### config.mk
export PLATFORM = sky130hd
export DESIGN_NAME = rpsc_top
export DESIGN_NICKNAME = d
export VERILOG_FILES = /design/src/rtl/rpsc_pkg.sv /design/src/rtl/rpsc_sync2.sv /design/src/rtl/rpsc_top.sv
export SDC_FILE = /design/constraint.sdc
export NUM_CORES = 1
export LEC_CHECK = 0
export ABC_AREA = 1
export BUFFER_PORTS_ARGS = -buffer_cell sky130_fd_sc_hd__buf_2
export CAP_MARGIN = 20
export CORE_ASPECT_RATIO = 0.75
export CORE_MARGIN = 2
export CORE_UTILIZATION = 48
export DETAILED_ROUTE_END_ITERATION = 7
export PLACE_DENSITY_LB_ADDON = 0.15
export SLEW_MARGIN = 20
export SYNTH_ARGS = -nofsm -noshare
export SYNTH_HDL_FRONTEND = slang
export SYNTH_SLANG_ARGS = --single-unit
### constraint.sdc
create_clock -name clk_sys -period 1.5 [get_ports clk_sys]
set_clock_uncertainty 0.1 [all_clocks]
set_input_delay 0.225 -clock clk_sys [delete_from_list [all_inputs] [get_ports clk_sys]]
set_output_delay 0.225 -clock clk_sys [all_outputs]
set_load 0.005 [all_outputs]
### src/rtl/rpsc_pkg.sv
// package: constants for the reset pin state controller
package rpsc_pkg;
   localparam int RPSC_DATA_W = 16;
   localparam int RPSC_CS_W = 11;
   localparam int RPSC_ADDR_HI_W = 4;
   localparam int RPSC_PWM_W = 4;
   // mode-select bit positions on the data bus
   localparam int RPSC_MS_BOOT8 = 0;
   localparam int RPSC_MS_BUSARB = 1;
   localparam int RPSC_MS_FCODE = 2;
   localparam int RPSC_MS_ADDR_LO = 3;
   localparam int RPSC_MS_ADDR_HI = 6;
   localparam int RPSC_MS_PORTE = 8;
   localparam int RPSC_MS_PORTF = 9;
   // reset values
   localparam logic RPSC_CS_IDLE = 1'b1;
   localparam logic RPSC_STROBE_IDLE = 1'b1;
   localparam logic [RPSC_PWM_W-1:0] RPSC_PWM_RST = 4'h0;
   localparam logic [RPSC_DATA_W-1:0] RPSC_MODE_RST = 16'hffff;
   // first bus cycle starts this many clk_sys cycles after release
   localparam int RPSC_FIRST_BUS_CYC = 10;
   localparam logic [3:0] RPSC_FIRST_BUS_CNT = 4'(RPSC_FIRST_BUS_CYC);
   typedef enum logic [1:0] {
      RPSC_IN_RESET = 2'b00,
      RPSC_LATCH = 2'b01,
      RPSC_WAIT_BUS = 2'b11,
      RPSC_RUN = 2'b10
   } rpsc_phase_e;
endpackage

### src/rtl/rpsc_sync2.sv
// two-flop synchroniser, one instance per bus, W bits wide
`timescale 1ns/1ps
module rpsc_sync2 #(
   parameter int W = 1
) (
   input wire logic clk_sys,
   input wire logic [W-1:0] d,
   output logic [W-1:0] q
);
   // no reset: pin levels must ride through while reset is held, else the latch sees idle values
   logic [W-1:0] meta_q;
   always_ff @(posedge clk_sys) begin
      meta_q <= d;
      q <= meta_q;
   end
endmodule

### src/rtl/rpsc_top.sv
// reset pin state controller: pin function and driver state around reset
`timescale 1ns/1ps
module rpsc_top
   import rpsc_pkg::*;
(
   input wire logic clk_sys,
   input wire logic rst_b,
   input wire logic [RPSC_DATA_W-1:0] data_bus_in,
   input wire logic clock_source_select,
   input wire logic test_or_tristate_pin,
   input wire logic breakpoint_debug_clock,
   // functional values from the bus engine, used only once running
   input wire logic [RPSC_CS_W-1:0] cs_func_n,
   input wire logic bus_func_strobes_n,
   input wire logic bus_func_rw,
   input wire logic [RPSC_PWM_W-1:0] pwm_func,
   // pin function selection
   output logic boot_mem_select,
   output logic boot_port_8bit,
   output logic [RPSC_CS_W-1:0] cs_n_out,
   output logic [RPSC_CS_W-1:0] cs_n_oe,
   output logic busarb_mode,
   output logic fcode_mode,
   output logic [RPSC_ADDR_HI_W:0] addr_hi_mode,
   output logic port_e_line,
   output logic port_f_line,
   output logic clock_from_ext,
   output logic debug_enabled,
   output logic address_strobe_n,
   output logic data_strobe_n,
   output logic locked_cycle_n,
   output logic strobe_oe,
   output logic read_write,
   output logic read_write_oe,
   output logic data_bus_oe,
   output logic handshake_oe,
   output logic reset_pin_oe,
   output logic system_clock_out,
   output logic [RPSC_PWM_W-1:0] timer_pwm_out,
   output logic [RPSC_PWM_W-1:0] timer_pwm_oe,
   output logic periph_port_func_en,
   output logic periph_dir_out,
   output logic exception_start
);
   logic [RPSC_DATA_W-1:0] data_s;
   logic clksel_s;
   logic bkpt_s;
   rpsc_phase_e phase_q;
   logic [3:0] bus_cnt_q;
   logic [RPSC_DATA_W-1:0] mode_q;
   logic clkmode_q;
   logic bkpt_q;
   logic clk_div_q;
   logic running;

   rpsc_sync2 #(.W(RPSC_DATA_W)) u_sync_data (
      .clk_sys(clk_sys),
      .d(data_bus_in),
      .q(data_s)
   );
   rpsc_sync2 #(.W(2)) u_sync_misc (
      .clk_sys(clk_sys),
      .d({clock_source_select, breakpoint_debug_clock}),
      .q({clksel_s, bkpt_s})
   );

   assign running = (phase_q == RPSC_RUN);

   // reset phase sequencing
   always_ff @(posedge clk_sys or negedge rst_b) begin
      if (!rst_b) begin
         phase_q <= RPSC_IN_RESET;
         bus_cnt_q <= 4'h0;
      end else begin
         unique case (phase_q)
            RPSC_IN_RESET: begin
               phase_q <= RPSC_LATCH;
            end
            RPSC_LATCH: begin
               phase_q <= RPSC_WAIT_BUS;
               bus_cnt_q <= 4'h1;
            end
            RPSC_WAIT_BUS: begin
               // data bus left to mode drivers until the first bus cycle
               if (bus_cnt_q >= RPSC_FIRST_BUS_CNT - 4'h1) begin
                  phase_q <= RPSC_RUN;
               end
               bus_cnt_q <= bus_cnt_q + 4'h1;
            end
            RPSC_RUN: begin
               phase_q <= RPSC_RUN;
            end
         endcase
      end
   end

   // mode latch: captured once, in the first cycle after release
   always_ff @(posedge clk_sys or negedge rst_b) begin
      if (!rst_b) begin
         mode_q <= RPSC_MODE_RST;
         clkmode_q <= 1'b1;
         bkpt_q <= 1'b1;
      end else if (phase_q == RPSC_IN_RESET) begin
         mode_q <= data_s;
         clkmode_q <= clksel_s;
         bkpt_q <= bkpt_s;
      end
   end

   // pin functions from latched modes
   always_ff @(posedge clk_sys or negedge rst_b) begin
      if (!rst_b) begin
         boot_port_8bit <= 1'b0;
         busarb_mode <= 1'b0;
         fcode_mode <= 1'b0;
         addr_hi_mode <= '0;
         port_e_line <= 1'b0;
         port_f_line <= 1'b0;
         clock_from_ext <= 1'b0;
         debug_enabled <= 1'b0;
      end else if (phase_q == RPSC_LATCH) begin
         boot_port_8bit <= ~mode_q[RPSC_MS_BOOT8];
         busarb_mode <= ~mode_q[RPSC_MS_BUSARB];
         fcode_mode <= ~mode_q[RPSC_MS_FCODE];
         addr_hi_mode <= ~mode_q[RPSC_MS_ADDR_HI+1:RPSC_MS_ADDR_LO];
         port_e_line <= ~mode_q[RPSC_MS_PORTE];
         port_f_line <= ~mode_q[RPSC_MS_PORTF];
         clock_from_ext <= ~clkmode_q;
         debug_enabled <= ~bkpt_q;
      end
   end

   // chip selects: idle high in reset and until running; every line always driven
   genvar gi;
   generate
      for (gi = 0; gi < RPSC_CS_W; gi++) begin : g_cs
         always_ff @(posedge clk_sys or negedge rst_b) begin
            if (!rst_b) begin
               cs_n_out[gi] <= RPSC_CS_IDLE;
               cs_n_oe[gi] <= 1'b1;
            end else begin
               cs_n_out[gi] <= running ? cs_func_n[gi] : RPSC_CS_IDLE;
               cs_n_oe[gi] <= 1'b1;
            end
         end
      end
   endgenerate

   always_ff @(posedge clk_sys or negedge rst_b) begin
      if (!rst_b) begin
         boot_mem_select <= 1'b1;
      end else begin
         boot_mem_select <= 1'b0;
      end
   end

   // bus control pins
   always_ff @(posedge clk_sys or negedge rst_b) begin
      if (!rst_b) begin
         address_strobe_n <= RPSC_STROBE_IDLE;
         data_strobe_n <= RPSC_STROBE_IDLE;
         locked_cycle_n <= RPSC_STROBE_IDLE;
         strobe_oe <= 1'b0;
         read_write <= 1'b1;
         read_write_oe <= 1'b0;
         data_bus_oe <= 1'b0;
         handshake_oe <= 1'b0;
         reset_pin_oe <= 1'b0;
      end else begin
         address_strobe_n <= running ? bus_func_strobes_n : RPSC_STROBE_IDLE;
         data_strobe_n <= running ? bus_func_strobes_n : RPSC_STROBE_IDLE;
         locked_cycle_n <= RPSC_STROBE_IDLE;
         // from the latched pin, so port E strobes never see a one-cycle drive
         strobe_oe <= (phase_q != RPSC_IN_RESET) && mode_q[RPSC_MS_PORTE];
         read_write <= running ? bus_func_rw : 1'b1;
         read_write_oe <= (phase_q != RPSC_IN_RESET);
         data_bus_oe <= 1'b0;
         handshake_oe <= 1'b0;
         reset_pin_oe <= 1'b0;
      end
   end

   // clock output toggles every clk_sys cycle, held low during reset
   always_ff @(posedge clk_sys or negedge rst_b) begin
      if (!rst_b) begin
         clk_div_q <= 1'b0;
      end else begin
         clk_div_q <= ~clk_div_q;
      end
   end
   assign system_clock_out = clk_div_q;

   // peripheral pins: port functions, directions cleared
   always_ff @(posedge clk_sys or negedge rst_b) begin
      if (!rst_b) begin
         periph_port_func_en <= 1'b0;
         periph_dir_out <= 1'b0;
         timer_pwm_out <= RPSC_PWM_RST;
         timer_pwm_oe <= '0;
         exception_start <= 1'b0;
      end else begin
         periph_port_func_en <= 1'b0;
         periph_dir_out <= 1'b0;
         timer_pwm_out <= running ? pwm_func : RPSC_PWM_RST;
         timer_pwm_oe <= {RPSC_PWM_W{running}};
         exception_start <= (phase_q == RPSC_LATCH);
      end
   end
endmodule

; Yosys cells after proc, flatten, opt, wreduce, memory -nomap -nowiden
; Index checks and enable logic that the tools add are counted.
[totals]
register_bits = 77
inputBits = 38
elab_cells = 73
[op_classes]
addsub = 1
n_lt_le_gt_ge = 1
eq_ne = 4
mux = 17
bitwise = 9
reduce_logical = 4
[op_table]
columns = operator, count
row1 = $mux W1, 13
row2 = $not A1 Y1, 8
row3 = $pmux W2 S4, 1
row4 = $pmux W4 S2, 1
row5 = $not A5 Y5, 1
row6 = $add A4 B1 Y4 const B, 1
row7 = $eq A2 B2 Y1 const B, 2
row8 = $ge A4 B4 Y1 const B, 1
row9 = $mux W4, 1
row10 = $reduce_bool A2 Y1, 2
row11 = $eq A2 B1 Y1 const B, 1
row12 = $logic_not A2 Y1, 1
row13 = $mux W2, 1
row14 = $ne A2 B2 Y1 const B, 1
row15 = $logic_and A1 B1 Y1, 1

; Longest topological paths before layout
; Gate-level depths: netlist (run 1).
[depth]
depth_word = 3
mapped_depth = 7

; Modules after synthesis
; From an unflattened synthesis (run 1), not the netlist that was laid out.
[hier_totals]
hier_cells = 236
hier_area_um2 = 2826.5
[by_module_without_submodules]
columns = mod, n_inst, cells_per_inst, area_each_um2, seq_area_each_um2
row1 = rpsc_top, 1, 200, 2105.8, 1358.8
row2 = rpsc_sync2 at u_sync_data, 1, 32, 640.6, 640.6
row3 = rpsc_sync2 at u_sync_misc, 1, 4, 80.1, 80.1

; Worst setup path before layout (run 1)
; OpenSTA, ideal clock, no wires.
[synth_timing]
path_kind = register -> register
startpoint = reg phase_q[0]
endpoint = reg cs_n_out[0]
arrival_ps = 976
required_time_ps = 1318
path_slack_ps = 342
path_stages_with_launch = 6
n_path_buf = 2
synth_period_minus_slack_ps = 1158
cell_sequence = dfrtp_1 > buf_4 > nor2_4 > inv_2 > buf_6 > or2_1
[synth_between]
elab_chain_cells = 2
[synth_lines]
columns = item, line_no
row1 = start: declaration, rpsc_top.sv:48  ; rpsc_phase_e phase_q;
row2 = start signal: assignment, rpsc_top.sv:72  ; phase_q <= RPSC_IN_RESET;
row3 = start signal: assignment, rpsc_top.sv:77  ; phase_q <= RPSC_LATCH;
row4 = start signal: assignment, rpsc_top.sv:80  ; phase_q <= RPSC_WAIT_BUS;
row5 = $eq A2 B2 Y1, rpsc_top.sv:67  ; assign running = (phase_q == RPSC_RUN);
row6 = net running, rpsc_top.sv:54  ; logic running;
row7 = $mux W1, rpsc_top.sv:142  ; cs_n_out[gi] <= running ? cs_func_n[gi] : RPSC_CS_IDLE;
row8 = end signal: indexed assignment, rpsc_top.sv:142
row9 = end: declaration, rpsc_top.sv:20  ; output logic [RPSC_CS_W-1:0] cs_n_out,
; The timed path passes the listed nets, and every way through them passes these cells.
; A chain may end at the register's enable or synchronous reset.

; Final worst setup path (run 1)
[layout_timing]
startpoint = reg cs_n_out[2]
endpoint = out cs_n_out[2]
; No word-level cell between the ends.

==> results of run 1 <==
[per-layer routing]
layer / vias to the layer above / routed length, um
met5: - / 0
met4: 0 / 53
met3: 7 / 304
met2: 56 / 2020
met1: 723 / 1690
li1: 843 / -
[Yosys cell counts]
cell / n / area, sq um
nand3_1: 1 / 5.00
dfrtp_1: 27 / 676
buf_2: 3 / 15.0
nand2_2: 1 / 6.26
nor2_4: 2 / 22.5
or2_1: 6 / 37.5
o21ai_0: 15 / 75.1
ha_1: 3 / 37.5
or2_2: 7 / 43.8
inv_1: 12 / 45.0
buf_4: 23 / 173
conb_1: 2 / 7.51
nand2_1: 58 / 218
inv_2: 2 / 7.51
a21oi_1: 1 / 5.00
buf_6: 1 / 11.3
dfxtp_1: 24 / 480
nor2_1: 10 / 37.5
dfstp_2: 26 / 683
[where the power goes]
| part | switching [mW] | internal [mW] |
|---|---|---|
| clock network | 0.709 | 0.586 |
| registers | 0.0124 | 2.14 |
| logic | 0.0752 | 0.112 |
[logic make-up after synthesis]
| logic type | count (synthesis) |
|---|---|
| other | 2 |
| adders and majority gates | 3 |
| buffers and inverters | 41 |
| and+or+nand+nor | 85 |
| DFF | 77 |
| AOI/OAI and AO/OA | 16 |
[registers in the layout, indices dropped and copies added (netlist names), 2 cells and up]
| register | count |
|---|---|
| u_sync_misc.q | 2 |
| u_sync_data.q | 10 |
| addr_hi_mode | 5 |
| phase_q | 2 |
| timer_pwm_out | 4 |
| bus_cnt_q | 4 |
| mode_q | 10 |
| u_sync_misc.meta_q | 2 |
| u_sync_data.meta_q | 10 |
| cs_n_out | 11 |
[path summary, 6_finish.rpt]
check,slack [ps],from,cells past startpoint,to
max,200,cs_n_out[2]$_DFF_PN1_,1,cs_n_out[2]
min,220,u_sync_data.meta_q[1]$_DFF_P_,0,u_sync_data.q[1]$_DFF_P_
max reg2reg,200,phase_q[0]$_DFFE_PN0P_,4,mode_q[7]$_DFFE_PN1N_
min reg2reg,220,u_sync_data.meta_q[1]$_DFF_P_,0,u_sync_data.q[1]$_DFF_P_
max in group asynchronous,720,rst_b,3,mode_q[5]$_DFFE_PN1N_
min in group asynchronous,300,rst_b,3,addr_hi_mode[2]$_DFFE_PN0P_
[final cells by class]
cell class,count,area share
flip-flops and latches,77,0.542
repair buffers,103,0.203
multi-input cells,122,0.164
clock buffers,9,0.0365
well taps,75,0.0276
inverters,14,0.0155
clock inverters,7,0.0125
[stage by stage]
step / instances / worst slack, ps / cell area (sq um)
floorplan: 240 / 342 / 2650
global placement: 361 / 240 / 2930
detailed placement: 361 / 209 / 2930
CTS: 407 / 185 / 3400
global route: 407 / 117 / 3400
finish: 407 / 202 / 3400
==> flow_metrics.py, run 1 <==
metrics = {
    "pwr": {
        "p_leak_nw": 1.68,
        "total_power_mw": 3.64,
        "ir_worst_vdd_uv": 825,
        "p_per_area_nw_per_um2": 1070,
    },
    "finish": {
        "final_common_cell": "buf_2",
        "nets": 368,
        "fin_util": 0.645,
        "area_delta_synth_final_pct": 31.3,
        "final_cell_mix": "buf_2 (69), nand2_1 (58), dlygate4sd3_1 (30), dfrtp_1 (27), dfstp_2 (26)",
        "antennaDiodeCount": 0,
        "layout-drive-gt1-share": 0.383,
        "multiInputGateArea_sq_um": 556,
        "regArea_sq_um": 1840,
        "fill_cells": 462,
    },
    "synth": {
        "synth_cell_types": 19,
        "ys_ff_latch": 77,
        "synth_warnings": 0,
        "yosys-mux-area-fraction": 0,
        "synth_compound_area_frac": 0.0310,
        "netlist_area_sq_um": 2590,
        "synth-xor-area-share": 0,
        "syn_inst": 224,
        "synth_adder_area_share": 0.0145,
        "yosysSeqAreaShare": 0.711,
        "synth_top_family_by_area": "simple AND/OR/NAND/NOR gates",
        "syn_avg_cell_area_sq_um": 11.5,
        "synthSimpleGateAreaFrac": 0.143,
    },
    "worst_setup_path": {
        "crit_slowest_cell": "dfstp_2",
        "worstPathArrival_ps": 970,
        "worstPathMaxFanout": 1,
        "critPathBufInv": 1,
        "startpoint_type": "flop",
        "path_class": "flop to output pin",
        "cpPeakStageDelay_ps": 520,
        "cp_top_family": "flip-flops",
        "worstPathCellList": "buf_2",
        "critical_path_required_ps": 1170,
        "cp-end-kind": "output pin",
    },
    "clocking": {
        "root_buffer": "clkbuf_8",
        "clk_pin_slew_ps": 80,
        "cts_buffers": 9,
        "cts_sinks": 77,
        "cts_tree": "yes",
        "postCtsSetupRepairBufs": 0,
        "cts_hold_repair.buffers": 30,
        "ctsHtreeMaxLevel": 3,
        "clock_latency_ps": 350,
        "cts_buffer_depth": 2,
        "cts_resized": 0,
    },
    "die": {
        "ios": 94,
        "fp.dieW_um": 88.8,
        "rows": 23,
        "die_height_um": 67.6,
        "dieArea_sq_um": 6000,
        "initial_core_util": 0.491,
        "core_sq_um": 5270,
    },
    "routing": {
        "vias_per_cell": 4.00,
        "ant_nets": 0,
        "vias": 1629,
        "firstDrtPassIters": 4,
        "wl_per_cell_um": 10.0,
        "drc": 0,
        "drt-initial-drc-count": 58,
        "routed_wl_um": 4070,
    },
    "global_route": {
        "use_met3": 0.0856,
        "gr-usage-met1": 0.156,
        "grt_busiest_layer": "met2",
        "grt_pass1_wl_um": 6130,
        "grt_max_degree": 54,
        "met2_usage": 0.234,
        "antenna_found_initial": 0,
        "grt_use_total": 0.145,
        "grt_pass1_vias": 1375,
        "grt_overflow_total": 0,
    },
    "status": {
        "status": "finished, final reports clean",
    },
    "timing": {
        "hold_violations": 0,
        "rsz0062_at_grt": "no",
        "whs_ps": 221,
        "tns_ps": 0,
        "fin_crit_sh": 0.866,
        "slew_viol_final": 0,
        "finalSetupViolCount": 0,
        "max_freq_mhz": 770,
        "period_needed_ps": 1300,
    },
    "flow_run": {
        "cap_viol_max_count": 0,
    },
    "placement": {
        "portBuffers": 69,
        "gp_congestion": 0.742,
        "dp.final_hpwl_um": 2450,
    },
    "worst_hold_path": {
        "hold_path.class": "flop to flop",
    },
}
No activity file was read; power rests on OpenSTA's default activity.
==> inputs of run 2 (changes only) <==
--- a/config.mk
+++ b/config.mk
@@ -12,7 +12,7 @@
 export CORE_MARGIN = 2
 export CORE_UTILIZATION = 48
 export DETAILED_ROUTE_END_ITERATION = 7
-export PLACE_DENSITY_LB_ADDON = 0.15
+export PLACE_DENSITY = 0.78
 export SLEW_MARGIN = 20
 export SYNTH_ARGS = -nofsm -noshare
 export SYNTH_HDL_FRONTEND = slang
==> constraint.sdc (replaced) <==
create_clock -name clk_sys -period 1.5 [get_ports clk_sys]
set_clock_uncertainty 0.1 [all_clocks]
set_input_delay 0.225 -clock clk_sys [delete_from_list [all_inputs] [get_ports clk_sys]]
set_output_delay 0.225 -clock clk_sys [all_outputs]
set_load 0.05 [all_outputs]
==> run 2 against run 1 <==
Die area unchanged. Largest power group unchanged. Register-to-register slack better by 20 ps. First-iteration DRC count rose by 26%. Core utilization hardly changed. Critical path type unchanged. Flip-flop and latch count is the same. Largest cell class unchanged. Final cell count down 0.49%.
==> flow_metrics.py, run 2 (synthesis gave the netlist of run 1 again) <==
metrics = {
    "routing": {
        "wl_per_cell_um": 9.99,
        "routed_wl_um": 4050,
        "drt-initial-drc-count": 73,
        "drc": 0,
        "vias_per_cell": 4.01,
        "vias": 1625,
        "ant_nets": 0,
        "firstDrtPassIters": 4,
    },
    "timing": {
        "finalSetupViolCount": 0,
        "hold_violations": 0,
        "tns_ps": 0,
        "max_freq_mhz": 694,
        "fin_crit_sh": 0.960,
        "slew_viol_final": 0,
        "period_needed_ps": 1440,
        "rsz0062_at_grt": "no",
    },
    "die": {
        "dieArea_sq_um": 6000,
        "fp.dieW_um": 88.8,
        "rows": 23,
        "core_sq_um": 5270,
        "ios": 94,
        "die_height_um": 67.6,
        "initial_core_util": 0.491,
    },
    "pwr": {
        "p_leak_nw": 1.70,
        "ir_worst_vdd_uv": 851,
        "p_per_area_nw_per_um2": 1140,
    },
    "clocking": {
        "clock_latency_ps": 340,
        "postCtsSetupRepairBufs": 0,
        "clk_pin_slew_ps": 70,
        "cts_sinks": 77,
        "cts_tree": "yes",
        "cts_buffers": 9,
        "root_buffer": "clkbuf_8",
        "ctsHtreeMaxLevel": 3,
        "cts_buffer_depth": 2,
    },
    "finish": {
        "antennaDiodeCount": 0,
        "fin_util": 0.645,
        "nets": 366,
        "area_delta_synth_final_pct": 31.3,
        "final_common_cell": "buf_2",
        "layout-drive-gt1-share": 0.376,
        "stdcell_area_sq_um": 3400,
        "top_register": "cs_n_out",
        "fin_cells": 405,
        "final_cell_mix": "buf_2 (69), nand2_1 (58), dlygate4sd3_1 (30), dfrtp_1 (27), dfstp_2 (26)",
        "fill_cells": 399,
        "largest_reg_flops": 11,
    },
    "worst_setup_path": {
        "critPathBufInv": 1,
        "reg2reg_depth": 3,
        "cp_top_family": "flip-flops",
        "worstPathCellList": "buf_2",
        "crit_slowest_cell": "dfstp_2",
        "worstPathMaxFanout": 2,
        "r2r_end": "cs_n_out[10]$_DFF_PN1_",
        "critical_path_required_ps": 1170,
        "worst-r2r-setup-slack_ps": 220,
        "regToRegStartpoint": "phase_q[0]$_DFFE_PN0P_",
        "cpPeakStageDelay_ps": 530,
        "path_class": "flop to output pin",
        "cp-end-kind": "output pin",
        "worstPathArrival_ps": 1110,
        "startpoint_type": "flop",
    },
    "worst_hold_path": {
        "holdPathStages": 0,
        "min_to": "u_sync_data.q[2]$_DFF_P_",
        "hold_start": "u_sync_data.meta_q[2]$_DFF_P_",
        "hold_path.class": "flop to flop",
    },
    "flow_run": {
        "cap_viol_max_count": 0,
    },
    "global_route": {
        "grt_max_degree": 54,
        "grt_use_total": 0.145,
        "grt_pass1_vias": 1426,
        "grt_overflow_total": 0,
        "grt_pass1_wl_um": 6270,
        "antenna_found_initial": 0,
    },
    "placement": {
        "portBuffers": 69,
        "placed_cell_area_sq_um": 2910,
        "dp.final_hpwl_um": 2560,
        "dp_cells": 359,
        "gp_congestion": 0.754,
    },
    "status": {
        "status": "finished, final reports clean",
    },
}
-- run 2: cell types whose count changed in the layout (fill, tap and decap cells not counted), moves of 2 or more --
cell        change
buf_4           -2
clkinv_4        +2
clkinv_2        -2
clkinvlp_4      -3
-- run 2: worst max-delay path by stage --
stage / start / to / slack [ps] / cells past startpoint
after floorplan: timer_pwm_oe[0]$_DFF_PN0_ / timer_pwm_oe[1] / 250 / 1
after global placement: phase_q[0]$_DFFE_PN0P_ / port_e_line$_DFFE_PN0P_ / 130 / 3
after detailed placement: phase_q[0]$_DFFE_PN0P_ / addr_hi_mode[3]$_DFFE_PN0P_ / 100 / 2
after CTS: cs_n_out[1]$_DFF_PN1_ / cs_n_out[1] / 40 / 1
after global routing: data_strobe_n$_DFF_PN1_ / address_strobe_n / 10 / 1
final: data_strobe_n$_DFF_PN1_ / address_strobe_n / 60 / 1
-- run 2: through the flow --
| stage | setup slack (ps) | power (mW) | hold WS [ps] |
|---|---|---|---|
| after CTS | 40.8 | 3.94 | 229 |
| after global routing | 12.1 | 4.05 | 236 |
| final | 60.1 | 3.87 | 228 |
| after detailed placement | 96.6 | 2.50 | 144 |
| after floorplan | 252 | 2.44 | -171 |
| after global placement | 128 | 2.49 | 135 |
-- run 2: cell type report --
type | count | area (sq um) | area share
clock inverter | 5 | 36.3 | 0.0107
tap | 75 | 93.8 | 0.0276
clock buffer | 11 | 141 | 0.0416
inverter | 14 | 52.6 | 0.0155
timing repair buffer | 101 | 673 | 0.198
multi-input combinational | 122 | 561 | 0.165
sequential | 77 | 1840 | 0.541
-- run 2: routing by layer --
metal,wire length [um],GRT usage,vias up
met5,0,0,-
met4,107,0.0909,0
met3,245,0.0587,12
met2,2060,0.241,53
met1,1640,0.154,720
li1,-,-,840
-- run 2: what timing repair did --
action                                 CTS  global route
hold buffers                            30             0
endpoints found under the hold margin   56             0
gates resized for setup                  0             1
setup endpoints to repair                0             8
-- run 2: power by group --
part / internal (mW) / total, mW / switching, mW
Combinational: 0.113 / 0.363 / 0.249
Clock: 0.651 / 1.36 / 0.708
Sequential: 2.14 / 2.15 / 0.0124
Total: 2.90 / 3.87 / 0.969
